### src/pkg/gpls_pkg.sv
package gpls_pkg;

    // ------------------------------------------------------------------
    // Port size and bus geometry
    // ------------------------------------------------------------------
    localparam int PINS   = 8;
    localparam int HALF   = 4;
    localparam int ADDR_W = 18;
    localparam int IDX_W  = 16;

    // ------------------------------------------------------------------
    // Register indices; the byte address is four times the index
    // ------------------------------------------------------------------
    localparam logic [IDX_W-1:0] IDX_DATA   = 16'hffd9;
    localparam logic [IDX_W-1:0] IDX_PULLUP = 16'hffe3;
    localparam logic [IDX_W-1:0] IDX_DIR    = 16'hffe9;
    localparam logic [1:0]       WORD_LANE  = 2'h0;

    // ------------------------------------------------------------------
    // Reset and read-back values
    // ------------------------------------------------------------------
    localparam logic [7:0]  RESET_BYTE = 8'h00;
    localparam logic [7:0]  DIR_READ   = 8'hff;
    localparam logic [31:0] READ_ZERO  = 32'h00000000;

    // ------------------------------------------------------------------
    // Segment-select ranges that hand a pin half to the display
    // ------------------------------------------------------------------
    localparam logic [3:0] SEG_UP_LO  = 4'h4;
    localparam logic [3:0] SEG_UP_HI  = 4'hb;
    localparam logic [3:0] SEG_LOW_LO = 4'h3;
    localparam logic [3:0] SEG_LOW_HI = 4'ha;
    localparam int         SEG_OFFSET = 9;

    // ------------------------------------------------------------------
    // Operating modes and bus states
    // ------------------------------------------------------------------
    typedef enum logic [2:0] {
        GPLS_ACTIVE    = 3'h0,
        GPLS_SUBACTIVE = 3'h1,
        GPLS_SLEEP     = 3'h2,
        GPLS_SUBSLEEP  = 3'h3,
        GPLS_STANDBY   = 3'h4,
        GPLS_WATCH     = 3'h5
    } gpls_mode_t;

    typedef enum logic {
        GPLS_IDLE = 1'b0,
        GPLS_RESP = 1'b1
    } gpls_bus_t;

endpackage

### src/pkg/gpls_mux_if.sv
`timescale 1ns/1ps
interface gpls_mux_if;
    logic [3:0]                 segField;
    logic [gpls_pkg::PINS-1:0] gpioMode;

    modport ctrl (output segField, input gpioMode);
    modport mux  (input segField, output gpioMode);
endinterface

### src/design/gpls_pin_mux.sv
`timescale 1ns/1ps
module gpls_pin_mux (
    gpls_mux_if.mux mx
);

    // ------------------------------------------------------------------
    // Per-pin function decode
    // ------------------------------------------------------------------
    genvar i;
    generate
        for (i = 0; i < gpls_pkg::PINS; i++)
        begin : g_pin
            if (i >= gpls_pkg::HALF)
            begin : g_up
                assign mx.gpioMode[i] = !((mx.segField >= gpls_pkg::SEG_UP_LO) &&
                                          (mx.segField <= gpls_pkg::SEG_UP_HI));
            end
            else
            begin : g_low
                assign mx.gpioMode[i] = !((mx.segField >= gpls_pkg::SEG_LOW_LO) &&
                                          (mx.segField <= gpls_pkg::SEG_LOW_HI));
            end
        end
    endgenerate

endmodule // gpls_pin_mux

### src/design/gpls_port.sv
`timescale 1ns/1ps
// Contract
// - Reset clears the data latch, direction and pull-up enable registers to zero.
// - A data read returns the latched bit for every pin set as output.
// - A data read returns the pin level for every pin set as input.
// - A direction bit of one drives the pin with its latched bit, zero makes it an input.
// - The direction register is write-only and always reads as all ones.
// - Direction and data only act on a pin while the segment field leaves it as I/O.
// - A pull-up is on only for an input pin whose pull-up enable bit is one.
// - Upper pins carry segment pin plus nine while the field holds four to eleven.
// - Lower pins carry segment pin plus nine while the field holds three to ten.
// - Pins float in reset, hold in sleep modes and work in active modes.
// - In standby and watch pins float, pulled high where the pull-up is on.
// - The pull-up enable register is readable and writable, one bit per pin.
module gpls_port #(
    parameter int PINS   = gpls_pkg::PINS,
    parameter int ADDR_W = gpls_pkg::ADDR_W
) (
    input  wire logic              clk,
    input  wire logic              rst,
    input  wire logic              psel,
    input  wire logic              penable,
    input  wire logic              pwrite,
    input  wire logic [ADDR_W-1:0] paddr,
    input  wire logic [31:0]       pwdata,
    output logic      [31:0]       prdata,
    output logic                   pready,
    output logic                   pslverr,
    input  wire logic [3:0]        segField,
    input  wire logic [2:0]        powerMode,
    input  wire logic [PINS-1:0]   segData,
    input  wire logic [PINS-1:0]   pinIn,
    output logic      [PINS-1:0]   pinOut,
    output logic      [PINS-1:0]   pinOe,
    output logic      [PINS-1:0]   pullupOn
);

    // ------------------------------------------------------------------
    // Elaboration checks
    // ------------------------------------------------------------------
    // The segment ranges are split into two fixed halves, so only one
    // port width can be served.
    if (PINS != gpls_pkg::PINS)
    begin : g_bad_pins
        $error("gpls_port supports exactly eight pins");
    end
    if (ADDR_W < gpls_pkg::IDX_W + 2)
    begin : g_bad_addr
        $error("gpls_port address bus too narrow for the register map");
    end

    // ------------------------------------------------------------------
    // State
    // ------------------------------------------------------------------
    typedef struct packed {
        logic [PINS-1:0]     latch;
        logic [PINS-1:0]     dir;
        logic [PINS-1:0]     pue;
        logic [PINS-1:0]     pinOut;
        logic [PINS-1:0]     pinOe;
        logic [PINS-1:0]     pullupOn;
        logic [31:0]         prdata;
        logic                pready;
        logic                pslverr;
        gpls_pkg::gpls_bus_t bus;
    } gpls_state_t;

    gpls_state_t st_reg;
    gpls_state_t st_next;

    // ------------------------------------------------------------------
    // Segment decode
    // ------------------------------------------------------------------
    gpls_mux_if mx ();

    assign mx.segField = segField;

    gpls_pin_mux u_mux (
        .mx (mx)
    );

    logic [PINS-1:0] gpio;
    assign gpio = mx.gpioMode;

    // ------------------------------------------------------------------
    // Address decode and read data
    // ------------------------------------------------------------------
    logic [gpls_pkg::IDX_W-1:0] idx;
    logic                       aligned;
    logic                       hitData;
    logic                       hitPull;
    logic                       hitDir;
    logic                       hit;
    logic [31:0]                readVal;
    logic                       doWrite;

    assign idx     = paddr[gpls_pkg::IDX_W+1:2];
    assign aligned = paddr[1:0] == gpls_pkg::WORD_LANE;
    assign hitData = aligned && (idx == gpls_pkg::IDX_DATA);
    assign hitPull = aligned && (idx == gpls_pkg::IDX_PULLUP);
    assign hitDir  = aligned && (idx == gpls_pkg::IDX_DIR);
    assign hit     = hitData || hitPull || hitDir;

    // A write lands only on the edge that completes the access phase.
    assign doWrite = psel && penable && pwrite && st_reg.pready && hit;

    always_comb
    begin
        readVal = gpls_pkg::READ_ZERO;
        if (hitData)
        begin
            readVal[PINS-1:0] = (st_reg.dir & st_reg.latch) |
                                (~st_reg.dir & pinIn);
        end
        else if (hitPull)
        begin
            readVal[PINS-1:0] = st_reg.pue;
        end
        else if (hitDir)
        begin
            readVal[PINS-1:0] = gpls_pkg::DIR_READ;
        end
    end

    // ------------------------------------------------------------------
    // Next state
    // ------------------------------------------------------------------
    always_comb
    begin
        st_next         = st_reg;
        st_next.pready  = 1'b0;
        st_next.pslverr = 1'b0;

        unique case (st_reg.bus)
            gpls_pkg::GPLS_IDLE:
            begin
                if (psel && penable)
                begin
                    st_next.bus     = gpls_pkg::GPLS_RESP;
                    st_next.pready  = 1'b1;
                    st_next.pslverr = !hit;
                    st_next.prdata  = pwrite ? gpls_pkg::READ_ZERO : readVal;
                end
            end
            gpls_pkg::GPLS_RESP:
            begin
                st_next.bus = gpls_pkg::GPLS_IDLE;
            end
        endcase

        if (doWrite && hitData)
        begin
            st_next.latch = pwdata[PINS-1:0];
        end
        if (doWrite && hitDir)
        begin
            st_next.dir = pwdata[PINS-1:0];
        end
        if (doWrite && hitPull)
        begin
            st_next.pue = pwdata[PINS-1:0];
        end

        // Pin outputs follow the new register values so that a write
        // reaches the pin on the very edge that completes it.
        unique case (powerMode)
            gpls_pkg::GPLS_ACTIVE,
            gpls_pkg::GPLS_SUBACTIVE:
            begin
                st_next.pinOe    = (gpio & st_next.dir) | ~gpio;
                st_next.pinOut   = (gpio & st_next.latch) | (~gpio & segData);
                st_next.pullupOn = gpio & ~st_next.dir & st_next.pue;
            end
            gpls_pkg::GPLS_SLEEP,
            gpls_pkg::GPLS_SUBSLEEP:
            begin
                st_next.pinOe    = st_reg.pinOe;
                st_next.pinOut   = st_reg.pinOut;
                st_next.pullupOn = st_reg.pullupOn;
            end
            default:
            begin
                // Standby, watch and any unknown code float the pins; the
                // pull-up alone lifts a pin to a high level.
                st_next.pinOe    = '0;
                st_next.pinOut   = '0;
                st_next.pullupOn = gpio & ~st_next.dir & st_next.pue;
            end
        endcase
    end

    // ------------------------------------------------------------------
    // Registers
    // ------------------------------------------------------------------
    always_ff @(posedge clk)
    begin
        if (rst)
        begin
            st_reg.latch    <= gpls_pkg::RESET_BYTE;
            st_reg.dir      <= gpls_pkg::RESET_BYTE;
            st_reg.pue      <= gpls_pkg::RESET_BYTE;
            st_reg.pinOut   <= '0;
            st_reg.pinOe    <= '0;
            st_reg.pullupOn <= '0;
            st_reg.prdata   <= gpls_pkg::READ_ZERO;
            st_reg.pready   <= 1'b0;
            st_reg.pslverr  <= 1'b0;
            st_reg.bus      <= gpls_pkg::GPLS_IDLE;
        end
        else
        begin
            st_reg <= st_next;
        end
    end

    assign prdata   = st_reg.prdata;
    assign pready   = st_reg.pready;
    assign pslverr  = st_reg.pslverr;
    assign pinOut   = st_reg.pinOut;
    assign pinOe    = st_reg.pinOe;
    assign pullupOn = st_reg.pullupOn;

    logic accRead;
    logic accWrite;
    logic runMode;
    logic lowMode;
    logic sleepMode;

    assign accRead   = psel && penable && !pwrite && !st_reg.pready;
    assign accWrite  = psel && penable && pwrite && st_reg.pready;
    assign runMode   = (powerMode == gpls_pkg::GPLS_ACTIVE) ||
                       (powerMode == gpls_pkg::GPLS_SUBACTIVE);
    assign sleepMode = (powerMode == gpls_pkg::GPLS_SLEEP) ||
                       (powerMode == gpls_pkg::GPLS_SUBSLEEP);
    assign lowMode   = (powerMode == gpls_pkg::GPLS_STANDBY) ||
                       (powerMode == gpls_pkg::GPLS_WATCH);
endmodule // gpls_port

### config.mk
export PLATFORM = sky130hd
export DESIGN_NAME = gpls_port
export DESIGN_NICKNAME = d
export VERILOG_FILES = /design/src/pkg/gpls_pkg.sv /design/src/pkg/gpls_mux_if.sv /design/src/design/gpls_pin_mux.sv /design/src/design/gpls_port.sv
export SDC_FILE = /design/constraint.sdc
export NUM_CORES = 1
export LEC_CHECK = 0
export BUFFER_PORTS_ARGS = -buffer_cell sky130_fd_sc_hd__buf_2
export CORE_UTILIZATION = 40
export CTS_CLUSTER_SIZE = 14
export DETAILED_ROUTE_END_ITERATION = 10
export PLACE_DENSITY_LB_ADDON = 0.25
export SKIP_CTS_REPAIR_TIMING = 1
export SYNTH_ARGS = -nofsm -noshare
export SYNTH_HDL_FRONTEND = slang
export SYNTH_SLANG_ARGS = --single-unit
### constraint.sdc
create_clock -name clk -period 2.2 [get_ports clk]
set_input_delay 0.11 -clock clk [delete_from_list [all_inputs] [get_ports clk]]
set_output_delay 0.11 -clock clk [all_outputs]
set_load 0.005 [all_outputs]
# After elaboration in Yosys (flattened, before gate mapping)
# Cells that the tools add are included.
# classes
addsub	0
mul	0
div	0
magnitude_cmp	4
eq_ne	6
n_shift	0
muxes	10
n_bitwise	15
n_reduce_logical	24
# ops
cell	count
$and 8x8->8	7
$mux 8	7
$eq 16x16->1 const B	3
$pmux 24 s2	1
$not 8->8	3
$or 8x8->8	3
$logic_and 1x1->1	12
$le 4x4->1 const B	2
$eq 3x2->1 const B	2
$reduce_or 2->1	3
$ge 4x2->1 const B	1
$ge 4x3->1 const B	1
$eq 3x1->1 const B	1
$logic_not 1->1	3
$logic_not 3->1	1
$mux 3	1
$reduce_or 3->1	1
$logic_not 2->1	1
$logic_or 1x1->1	2
$not 1->1	2
$pmux 1 s2	1
$reduce_and 2->1	1
# totals
regBits	59
latch_bits	0
ram_bits	0
mem_bits_ro	0
inputBits	78
output_inout_bits	58
wordCells	69
memories	0

# Longest topological paths before layout
# Gate-level depths: netlist of run 1.
# logic_depth
depth_word	11
mapped_depth	7

# Hierarchy
# Synthesis of run 1 repeated with hierarchy kept, for this count alone.
# hier_totals
cells_unflattened	344
area_unflattened_um2	3078.0
# by_module_without_submodules
mod	instances	cells_per_inst	area_each_um2
gpls_port	1	328	2949.1
gpls_pin_mux	1	16	128.9

# Worst setup path before layout of run 1
# OpenSTA, ideal clock, no wires.
# synth_timing
kind	register -> register
from	register pready (netlist name)
to	register pullupOn[7] (netlist name)
setup_time_ns	0.096
arrival_time_ns	1.525
slack_ns	0.579
path_stages_with_launch	7
n_path_buf	1
period_less_slack_ns	1.621
path_cell_list	dfxtp_1 > nand4_1 > nor4_1 > and2_1 > buf_4 > mux2_1 > o41ai_2
# synth_between
elab_chain_cells	8
# synth_rtl
item	line_no	rtl
$logic_and 1x1->1 (*)	-	
$logic_and 1x1->1 (*)	gpls_port.sv:105	assign doWrite = psel && penable && pwrite && st_reg.pready && hit;
$logic_and 1x1->1	gpls_port.sv:155	if (doWrite && hitDir)
$mux 8	gpls_port.sv:155	
$not 8->8	gpls_port.sv:172, gpls_port.sv:187	
$and 8x8->8	gpls_port.sv:172, gpls_port.sv:187	
$and 8x8->8 (*)	gpls_port.sv:172, gpls_port.sv:187	
$pmux 24 s2 (*)	gpls_port.sv:166	unique case (powerMode)
# Mark *: on every way between the ends. The rest lies on a longest branch, timed or not. The select of a mux whose other input is x is not followed.
# A chain may end at the register's enable or synchronous reset.

# Worst setup path in the final report of run 1
# layout_timing
from	register pready (netlist name)
to	register pullupOn[7] (netlist name)
# layout_between
elab_chain_cells	8
# layout_rtl
item	line_no
$logic_and 1x1->1 (*)	-
$logic_and 1x1->1 (*)	gpls_port.sv:105
$logic_and 1x1->1	gpls_port.sv:155
$mux 8	gpls_port.sv:155
$not 8->8	gpls_port.sv:172, gpls_port.sv:187
$and 8x8->8	gpls_port.sv:172, gpls_port.sv:187
$and 8x8->8 (*)	gpls_port.sv:172, gpls_port.sv:187
$pmux 24 s2 (*)	gpls_port.sv:166
# Marks and branches as above.

==> results of run 1 <==
## path summary, 6_finish.rpt
kind | slack (ps) | endpoint | start | cells past startpoint
worst min register to register | 450 | pinOut[1]$_SDFFE_PP0N_ | pinOut[1]$_SDFFE_PP0N_ | 2
worst max register to register | 250 | pullupOn[7]$_SDFFE_PP0N_ | pready$_SDFF_PP0_ | 5
worst min-delay path | 80 | pinOut[1]$_SDFFE_PP0N_ | segData[1] | 3
worst max-delay path | 250 | pullupOn[7]$_SDFFE_PP0N_ | pready$_SDFF_PP0_ | 5
## power breakdown
part / total [mW] / internal (mW) / switching [mW] / leakage [nW]
clock network: 0.855 / 0.458 / 0.397 / 0.0920
logic: 0.219 / 0.0915 / 0.128 / 1.02
registers: 1.07 / 1.06 / 0.00571 / 0.469
total: 2.14 / 1.61 / 0.531 / 1.58
## area by class of cell
type | count | area, um^2 | share of cell area (%)
Multi-Input combinational cell | 221 | 1580 | 44.3
Clock buffer | 12 | 155 | 4.35
Clock inverter | 3 | 15.0 | 0.421
Inverter | 7 | 26.3 | 0.737
Timing Repair Buffer | 95 | 498 | 14.0
Tap cell | 102 | 128 | 3.58
Sequential cell | 58 | 1160 | 32.6
## cell usage after synthesis, types with 2 or more instances
master,count,area share [%]
sky130_fd_sc_hd__buf_2,2,0.31
sky130_fd_sc_hd__nand2b_2,2,0.54
sky130_fd_sc_hd__o221ai_1,8,2.2
sky130_fd_sc_hd__nand2_1,23,2.7
sky130_fd_sc_hd__dfxtp_1,58,36
sky130_fd_sc_hd__a21oi_1,18,2.8
sky130_fd_sc_hd__inv_1,7,0.81
sky130_fd_sc_hd__or2_2,2,0.39
sky130_fd_sc_hd__ha_1,3,1.2
sky130_fd_sc_hd__nor2b_1,14,2.7
sky130_fd_sc_hd__clkbuf_1,11,1.3
sky130_fd_sc_hd__mux2i_1,12,3.7
sky130_fd_sc_hd__mux2_1,4,1.4
sky130_fd_sc_hd__o31ai_1,8,1.9
sky130_fd_sc_hd__a211oi_1,11,2.6
sky130_fd_sc_hd__a221oi_1,4,1.1
sky130_fd_sc_hd__o21ai_0,3,0.47
sky130_fd_sc_hd__nor3_1,2,0.31
sky130_fd_sc_hd__nor4_2,2,0.78
sky130_fd_sc_hd__a21o_1,3,0.70
sky130_fd_sc_hd__o41ai_2,8,4.0
sky130_fd_sc_hd__o31a_1,2,0.54
sky130_fd_sc_hd__mux2_2,9,3.1
sky130_fd_sc_hd__buf_4,59,14
sky130_fd_sc_hd__and2_1,2,0.39
sky130_fd_sc_hd__a21boi_1,10,2.3
sky130_fd_sc_hd__nor2_1,23,2.7
sky130_fd_sc_hd__nand3b_1,9,2.1
## worst max-delay path, delay by kind of cell (launching register included)
| family | cells | cell delay [ps] |
|---|---|---|
| simple gates | 3 | 810 |
| mux | 1 | 380 |
| compound gates | 1 | 310 |
| flops | 1 | 340 |
## metal layers
metal / part of all wire (%) / track usage [%] / vias up / routed length, um
met5: 0 / 0 / - / 0
met4: 1.7 / 7.29 / 0 / 120
met3: 4.4 / 4.48 / 9 / 312
met2: 46 / 27.7 / 68 / 3260
met1: 48 / 23.8 / 1078 / 3420
li1: - / - / 1229 / -
## logic make-up after synthesis
logic type / after synthesis
adder cells (fa/ha/maj): 3
flip-flops: 58
multiplexers: 25
AND/OR/NAND/NOR: 91
buffers and inverters: 83
other: 1
AO/OA/AOI/OAI: 78
## per-stage QoR
| step | hold slack [ps] | area (um^2) | setup slack (ps) |
|---|---|---|---|
| 2_1_floorplan | 251 | 3310 | 579 |
| 3_3_place_gp | 412 | 3390 | 260 |
| 3_5_place_dp | 421 | 3390 | 239 |
| 4_1_cts | 75.7 | 3560 | 222 |
| 5_1_grt | 83.7 | 3560 | 133 |
| 6_report | 82.5 | 3560 | 254 |
## cells in the final DEF, fill, tap and decap left out, types with 9 or more instances in the layout
master                      n
sky130_fd_sc_hd__buf_2     86
sky130_fd_sc_hd__dfxtp_1   58
sky130_fd_sc_hd__conb_1    24
sky130_fd_sc_hd__nor2_1    23
sky130_fd_sc_hd__nand2_1   23
sky130_fd_sc_hd__a21oi_1   18
sky130_fd_sc_hd__nor2b_1   14
sky130_fd_sc_hd__mux2i_1   12
sky130_fd_sc_hd__a211oi_1  11
sky130_fd_sc_hd__clkbuf_8  11
sky130_fd_sc_hd__a21boi_1  10
sky130_fd_sc_hd__mux2_2     9
sky130_fd_sc_hd__nand3b_1   9
sky130_fd_sc_hd__buf_4      9
==> out/qor.yml, run 1 <==
run_status:
  run_status: "complete, no violations"
place:
  hpwlAfterDp_um: 5460
  placed_cells_incl_taps: 483
  portBuffers: 86
  placer_congestion_estimate: 0.774
drt:
  drt-vias-per-instance: 4.79
  count_of_antenna_violating_nets_left_after_detailed_routing: 0
  avgRoutedWirePerCell_um: 14.3
  dr_total_vias: 2384
  drtPass1Iterations: 5
  remaining_drc_errors: 0
  route.final.wire_length_um: 7110
  first_iter_violations: 83
setup_path:
  critical_path_class: "reg -> reg"
  worst-path-max-fanout: 8
  critical-path-slowest-cell: "sky130_fd_sc_hd__and2_1"
  crit_path_max_incr_delay_ps: 410
  worstPathRequired_ps: 2430
  worst_path_arrival_ps: 2180
  setup.worst_path.end_class: "register"
  cp-start-kind: "register"
  worstPathCellList: "nand4_1 -> nor4_1 -> and2_1 -> mux2_1 -> o41ai_2"
timing:
  drv_slew: 0
  setup_total_negative_slack_ps: 0
  finClkSkew_ps: 2.98
  post-route-period-util_pct: 88.5
  worst_slew_pin_slew_ps: 723
  max_freq_mhz: 514
  max_slew_margin_pct: 51.7
  rsz0062_at_grt: "false"
  final_hold_vios: 0
  finalSetupViolCount: 0
  min_period_ps: 1950
clock_tree:
  cts-buffers-inserted: 9
  path_clk_slew_ps: 60
  cts_sinks: 58
  cts-root-to-sink-buffers: 2
  htreeDepth: 3
  root_buffer: "sky130_fd_sc_hd__clkbuf_8"
  cts_tree: "built"
  clk_latency_ps: 330
global_routing:
  gr_overflow_total: 0
  grt_first_pass_wirelength_um: 11500
  antenna_found_initial: 0
  grt_pass1_vias: 2283
  gr-usage-all-layers_pct: 17.9
  grt_start_max_net_pins: 28
yosys:
  ys_seq_area_share_pct: 36.0
  async_reset_ff_share_pct: 0
  synth_xor_xnor_area_share_pct: 0
  post_synth_num_cell_types: 48
  post_synth_mux_area_share_pct: 8.26
  post_synth_fa_ha_maj_area_fraction_pct: 1.16
  synth.ff_latch_count: 58
  synthesis.area_per_instance_um2: 9.52
  most_used_dff_post_synth: "sky130_fd_sc_hd__dfxtp_1"
  synth_top_family_by_area: "compound AO/OA/AOI/OAI gates"
  post_synth_inst_count: 339
  mappedNetlistArea_mm2: 0.00323
  synthSimpleGateAreaFrac_pct: 17.4
  synth_enable_flop_cells: 0
  total_of_warnings_raised_by_yosys: 0
  synth_compound_gate_area_share_pct: 19.4
worst_hold_path:
  hold_path.class: "in -> reg"
power:
  max_vdd_drop_mv: 0.259
  powerDensity_mw_per_mm2: 602
  power.total_mw: 2.14
  power.leakage_nw: 1.58
floorplanning:
  die-width_um: 91.8
  io_pins: 136
  initial_utilization_pct: 41.5
  fp.coreArea_mm2: 0.00777
  floorplan_row_count: 32
  die-height_um: 91.8
  fp.dieArea_mm2: 0.00843
finish:
  syn2layout_area_growth_pct: 10.5
  finalNonFillerCells: 498
  num-fill-cells: 796
  nets: 473
  post-route-util_pct: 45.9
  largest_reg_flops: 24
  drive_above_1_share_pct: 35.4
  antenna-diode-count: 0
run:
  drv.max_cap_violation_count: 0
(Power assumes the default switching activity.)
==> inputs of run 2 (changes only) <==
--- a/config.mk
+++ b/config.mk
@@ -5,6 +5,7 @@
 export SDC_FILE = /design/constraint.sdc
 export NUM_CORES = 1
 export LEC_CHECK = 0
+export ABC_AREA = 1
 export BUFFER_PORTS_ARGS = -buffer_cell sky130_fd_sc_hd__buf_2
 export CORE_UTILIZATION = 40
 export CTS_CLUSTER_SIZE = 14
==> run 2 against run 1 <==
Cell count up 28%; largest power group unchanged; via count up 25%; highest routed layer unchanged; combinational power up 10%.
==> out/qor.yml, run 2 <==
worst_hold_path:
  hold-path-cell-count: 3
  timing.hold.worst_endpoint: "st_reg[81]$_SDFF_PP0_"
  hold_path.class: "in -> reg"
  worstHoldStart: "pwdata[6]"
global_routing:
  gr-usage-all-layers_pct: 18.8
  grt_pass1_vias: 2624
  gr_overflow_total: 0
  antenna_found_initial: 0
  grt_first_pass_wirelength_um: 12600
  grt_start_max_net_pins: 28
setup_path:
  worst_r2r_endpoint: "pullupOn[0]$_SDFFE_PP0N_"
  worstPathRequired_ps: 2400
  reg2reg_slack_ps: 590
  critical_path_class: "reg -> reg"
  cp-start-kind: "register"
  reg2regPathDepth: 8
  crit_reg_reg_startpoint: "pready$_SDFF_PP0_"
  setup.worst_path.end_class: "register"
  worst-path-max-fanout: 10
  worst_path_arrival_ps: 1810
yosys:
  ys_seq_area_share_pct: 35.2
  synthesis.area_per_instance_um2: 6.94
  synth.ff_latch_count: 58
  most_used_dff_post_synth: "sky130_fd_sc_hd__dfxtp_1"
  post_synth_num_cell_types: 24
  post_synth_inst_count: 475
  async_reset_ff_share_pct: 0
  synthDominantAreaCellType: "sky130_fd_sc_hd__dfxtp_1"
  synth.cells.most_frequent: "118 x sky130_fd_sc_hd__nand2_1, 58 x sky130_fd_sc_hd__dfxtp_1, 56 x sky130_fd_sc_hd__buf_4"
  synth_top_cells_by_area: "sky130_fd_sc_hd__dfxtp_1 35%, sky130_fd_sc_hd__nand2_1 13%, sky130_fd_sc_hd__buf_4 13%, sky130_fd_sc_hd__a21oi_1 7.4%, sky130_fd_sc_hd__nor2_1 6.2%"
  total_of_warnings_raised_by_yosys: 0
  synth_enable_flop_cells: 0
  mappedNetlistArea_mm2: 0.00330
  yosys.cell_count.top_type: "sky130_fd_sc_hd__nand2_1"
  synth.top_cell.area_share_pct: 35.2
finish:
  num-fill-cells: 857
  largest_reg_flops: 24
  syn2layout_area_growth_pct: 13.4
  antenna-diode-count: 0
  finalNonFillerCells: 639
  mostFrequentLayoutCell: "sky130_fd_sc_hd__nand2_1"
  fin_area_mm2: 0.00374
  nets: 613
  commonest_cells_after_routing_fill_and_taps_aside: "118 x sky130_fd_sc_hd__nand2_1, 86 x sky130_fd_sc_hd__buf_2, 58 x sky130_fd_sc_hd__dfxtp_1, 54 x sky130_fd_sc_hd__nor2_1, 49 x sky130_fd_sc_hd__a21oi_1"
  post-route-util_pct: 47.6
  drive_above_1_share_pct: 25.3
drt:
  remaining_drc_errors: 0
  drtPass1Iterations: 4
  first_iter_violations: 115
  count_of_antenna_violating_nets_left_after_detailed_routing: 0
  route.final.wire_length_um: 7790
  drt-vias-per-instance: 4.68
  dr_total_vias: 2988
  avgRoutedWirePerCell_um: 12.2
clock_tree:
  clk_latency_ps: 330
  htreeDepth: 3
  path_clk_slew_ps: 70
  root_buffer: "sky130_fd_sc_hd__clkbuf_8"
  cts_sinks: 58
  cts-root-to-sink-buffers: 2
  cts_tree: "built"
  cts-buffers-inserted: 9
floorplanning:
  die-height_um: 92.8
  fp.dieArea_mm2: 0.00861
  io_pins: 136
  fp.coreArea_mm2: 0.00785
  initial_utilization_pct: 42.0
  floorplan_row_count: 32
  die-width_um: 92.8
timing:
  min_period_ps: 1610
  post-route-period-util_pct: 73.0
  final_hold_vios: 0
  finClkSkew_ps: 5.78
  rsz0062_at_grt: "false"
  setup_total_negative_slack_ps: 0
  max_freq_mhz: 623
  finalSetupViolCount: 0
  drv_slew: 0
  max_slew_margin_pct: 65.7
  worst_slew_pin_slew_ps: 514
place:
  portBuffers: 86
  placer_congestion_estimate: 0.855
  placement.cell_area_mm2: 0.00352
  placed_cells_incl_taps: 623
  hpwlAfterDp_um: 6040
power:
  max_vdd_drop_mv: 0.283
  power.leakage_nw: 1.71
  powerDensity_mw_per_mm2: 638
  power.total_mw: 2.38
run_status:
  run_status: "complete, no violations"
run:
  drv.max_cap_violation_count: 0
==> run 2: changes by cell type after synthesis, sizes merged, moves of 12 or more <==
cell / previous run / this run
nand4: 2 / 18
nor2b: 14 / 0
nor2: 23 / 61
inv: 7 / 41
nand3: 0 / 30
a21oi: 18 / 49
nand2: 23 / 118
mux2i: 12 / 0
==> run 2: stage by stage <==
stage / worst slack, ps / hold WS, ps
2_1_floorplan: 801 / 276
6_report: 594 / 85.4
3_5_place_dp: 563 / 430
5_1_grt: 327 / 67.7
4_1_cts: 604 / 67.4
3_3_place_gp: 569 / 420
==> run 2: layout make-up <==
type	instances	area [um^2]	share of cell area [%]
well taps	102	128	3.42
repair buffers	93	483	12.9
multi-input cells	328	1590	42.5
clock inverters	7	93.8	2.51
clock buffers	9	124	3.32
flip-flops and latches	58	1160	31.1
inverters	42	159	4.25
==> run 2: cell families (layout without fill, tap and decap cells) <==
logic type	Yosys count	count (layout)	share of synthesized area, %
AO/OA/AOI/OAI	62	62	9.42
adder cells (fa/ha/maj)	3	3	1.14
buffers and inverters	112	151	19.2
AND/OR/NAND/NOR	231	231	32.2
flip-flops	58	58	35.2
other	1	24	0.114
multiplexers	8	8	2.73
==> run 2: worst max-delay path, stage by stage, from the launching register on <==
cell	delay, ps
sky130_fd_sc_hd__dfxtp_1	340
sky130_fd_sc_hd__nand2_1	80
sky130_fd_sc_hd__nor2_4	300
sky130_fd_sc_hd__buf_4	240
sky130_fd_sc_hd__nand4_1	130
sky130_fd_sc_hd__nand3_1	200
sky130_fd_sc_hd__nor2_1	70
sky130_fd_sc_hd__nor2_1	80
sky130_fd_sc_hd__nor2_1	40
==> run 2: layer usage <==
| layer | track usage [%] | vias up | routed length (um) |
|---|---|---|---|
| li1 | - | 1558 | - |
| met1 | 24.2 | 1336 | 3650 |
| met2 | 30.1 | 82 | 3570 |
| met3 | 4.35 | 12 | 415 |
| met4 | 7.82 | 0 | 156 |
| met5 | 0 | - | 0 |
==> run 2: worst max path at each step <==
stage                           start                  endpoint  cells after the start
finish              pready$_SDFF_PP0_  pullupOn[0]$_SDFFE_PP0N_                      8
global placement             paddr[1]  pullupOn[4]$_SDFFE_PP0N_                     11
CTS                 pready$_SDFF_PP0_  pullupOn[0]$_SDFFE_PP0N_                      8
detailed placement          paddr[14]  pullupOn[5]$_SDFFE_PP0N_                     12
floorplan           pready$_SDFF_PP0_  pullupOn[5]$_SDFFE_PP0N_                      8
global route        pready$_SDFF_PP0_    prdata[6]$_SDFFE_PP0P_                      6
==> run 2: report_power, final <==
group / switching [mW] / total (mW) / internal, mW
combinational: 0.152 / 0.241 / 0.0888
sequential: 0.00602 / 1.07 / 1.06
clock: 0.440 / 1.07 / 0.634
total: 0.598 / 2.38 / 1.79
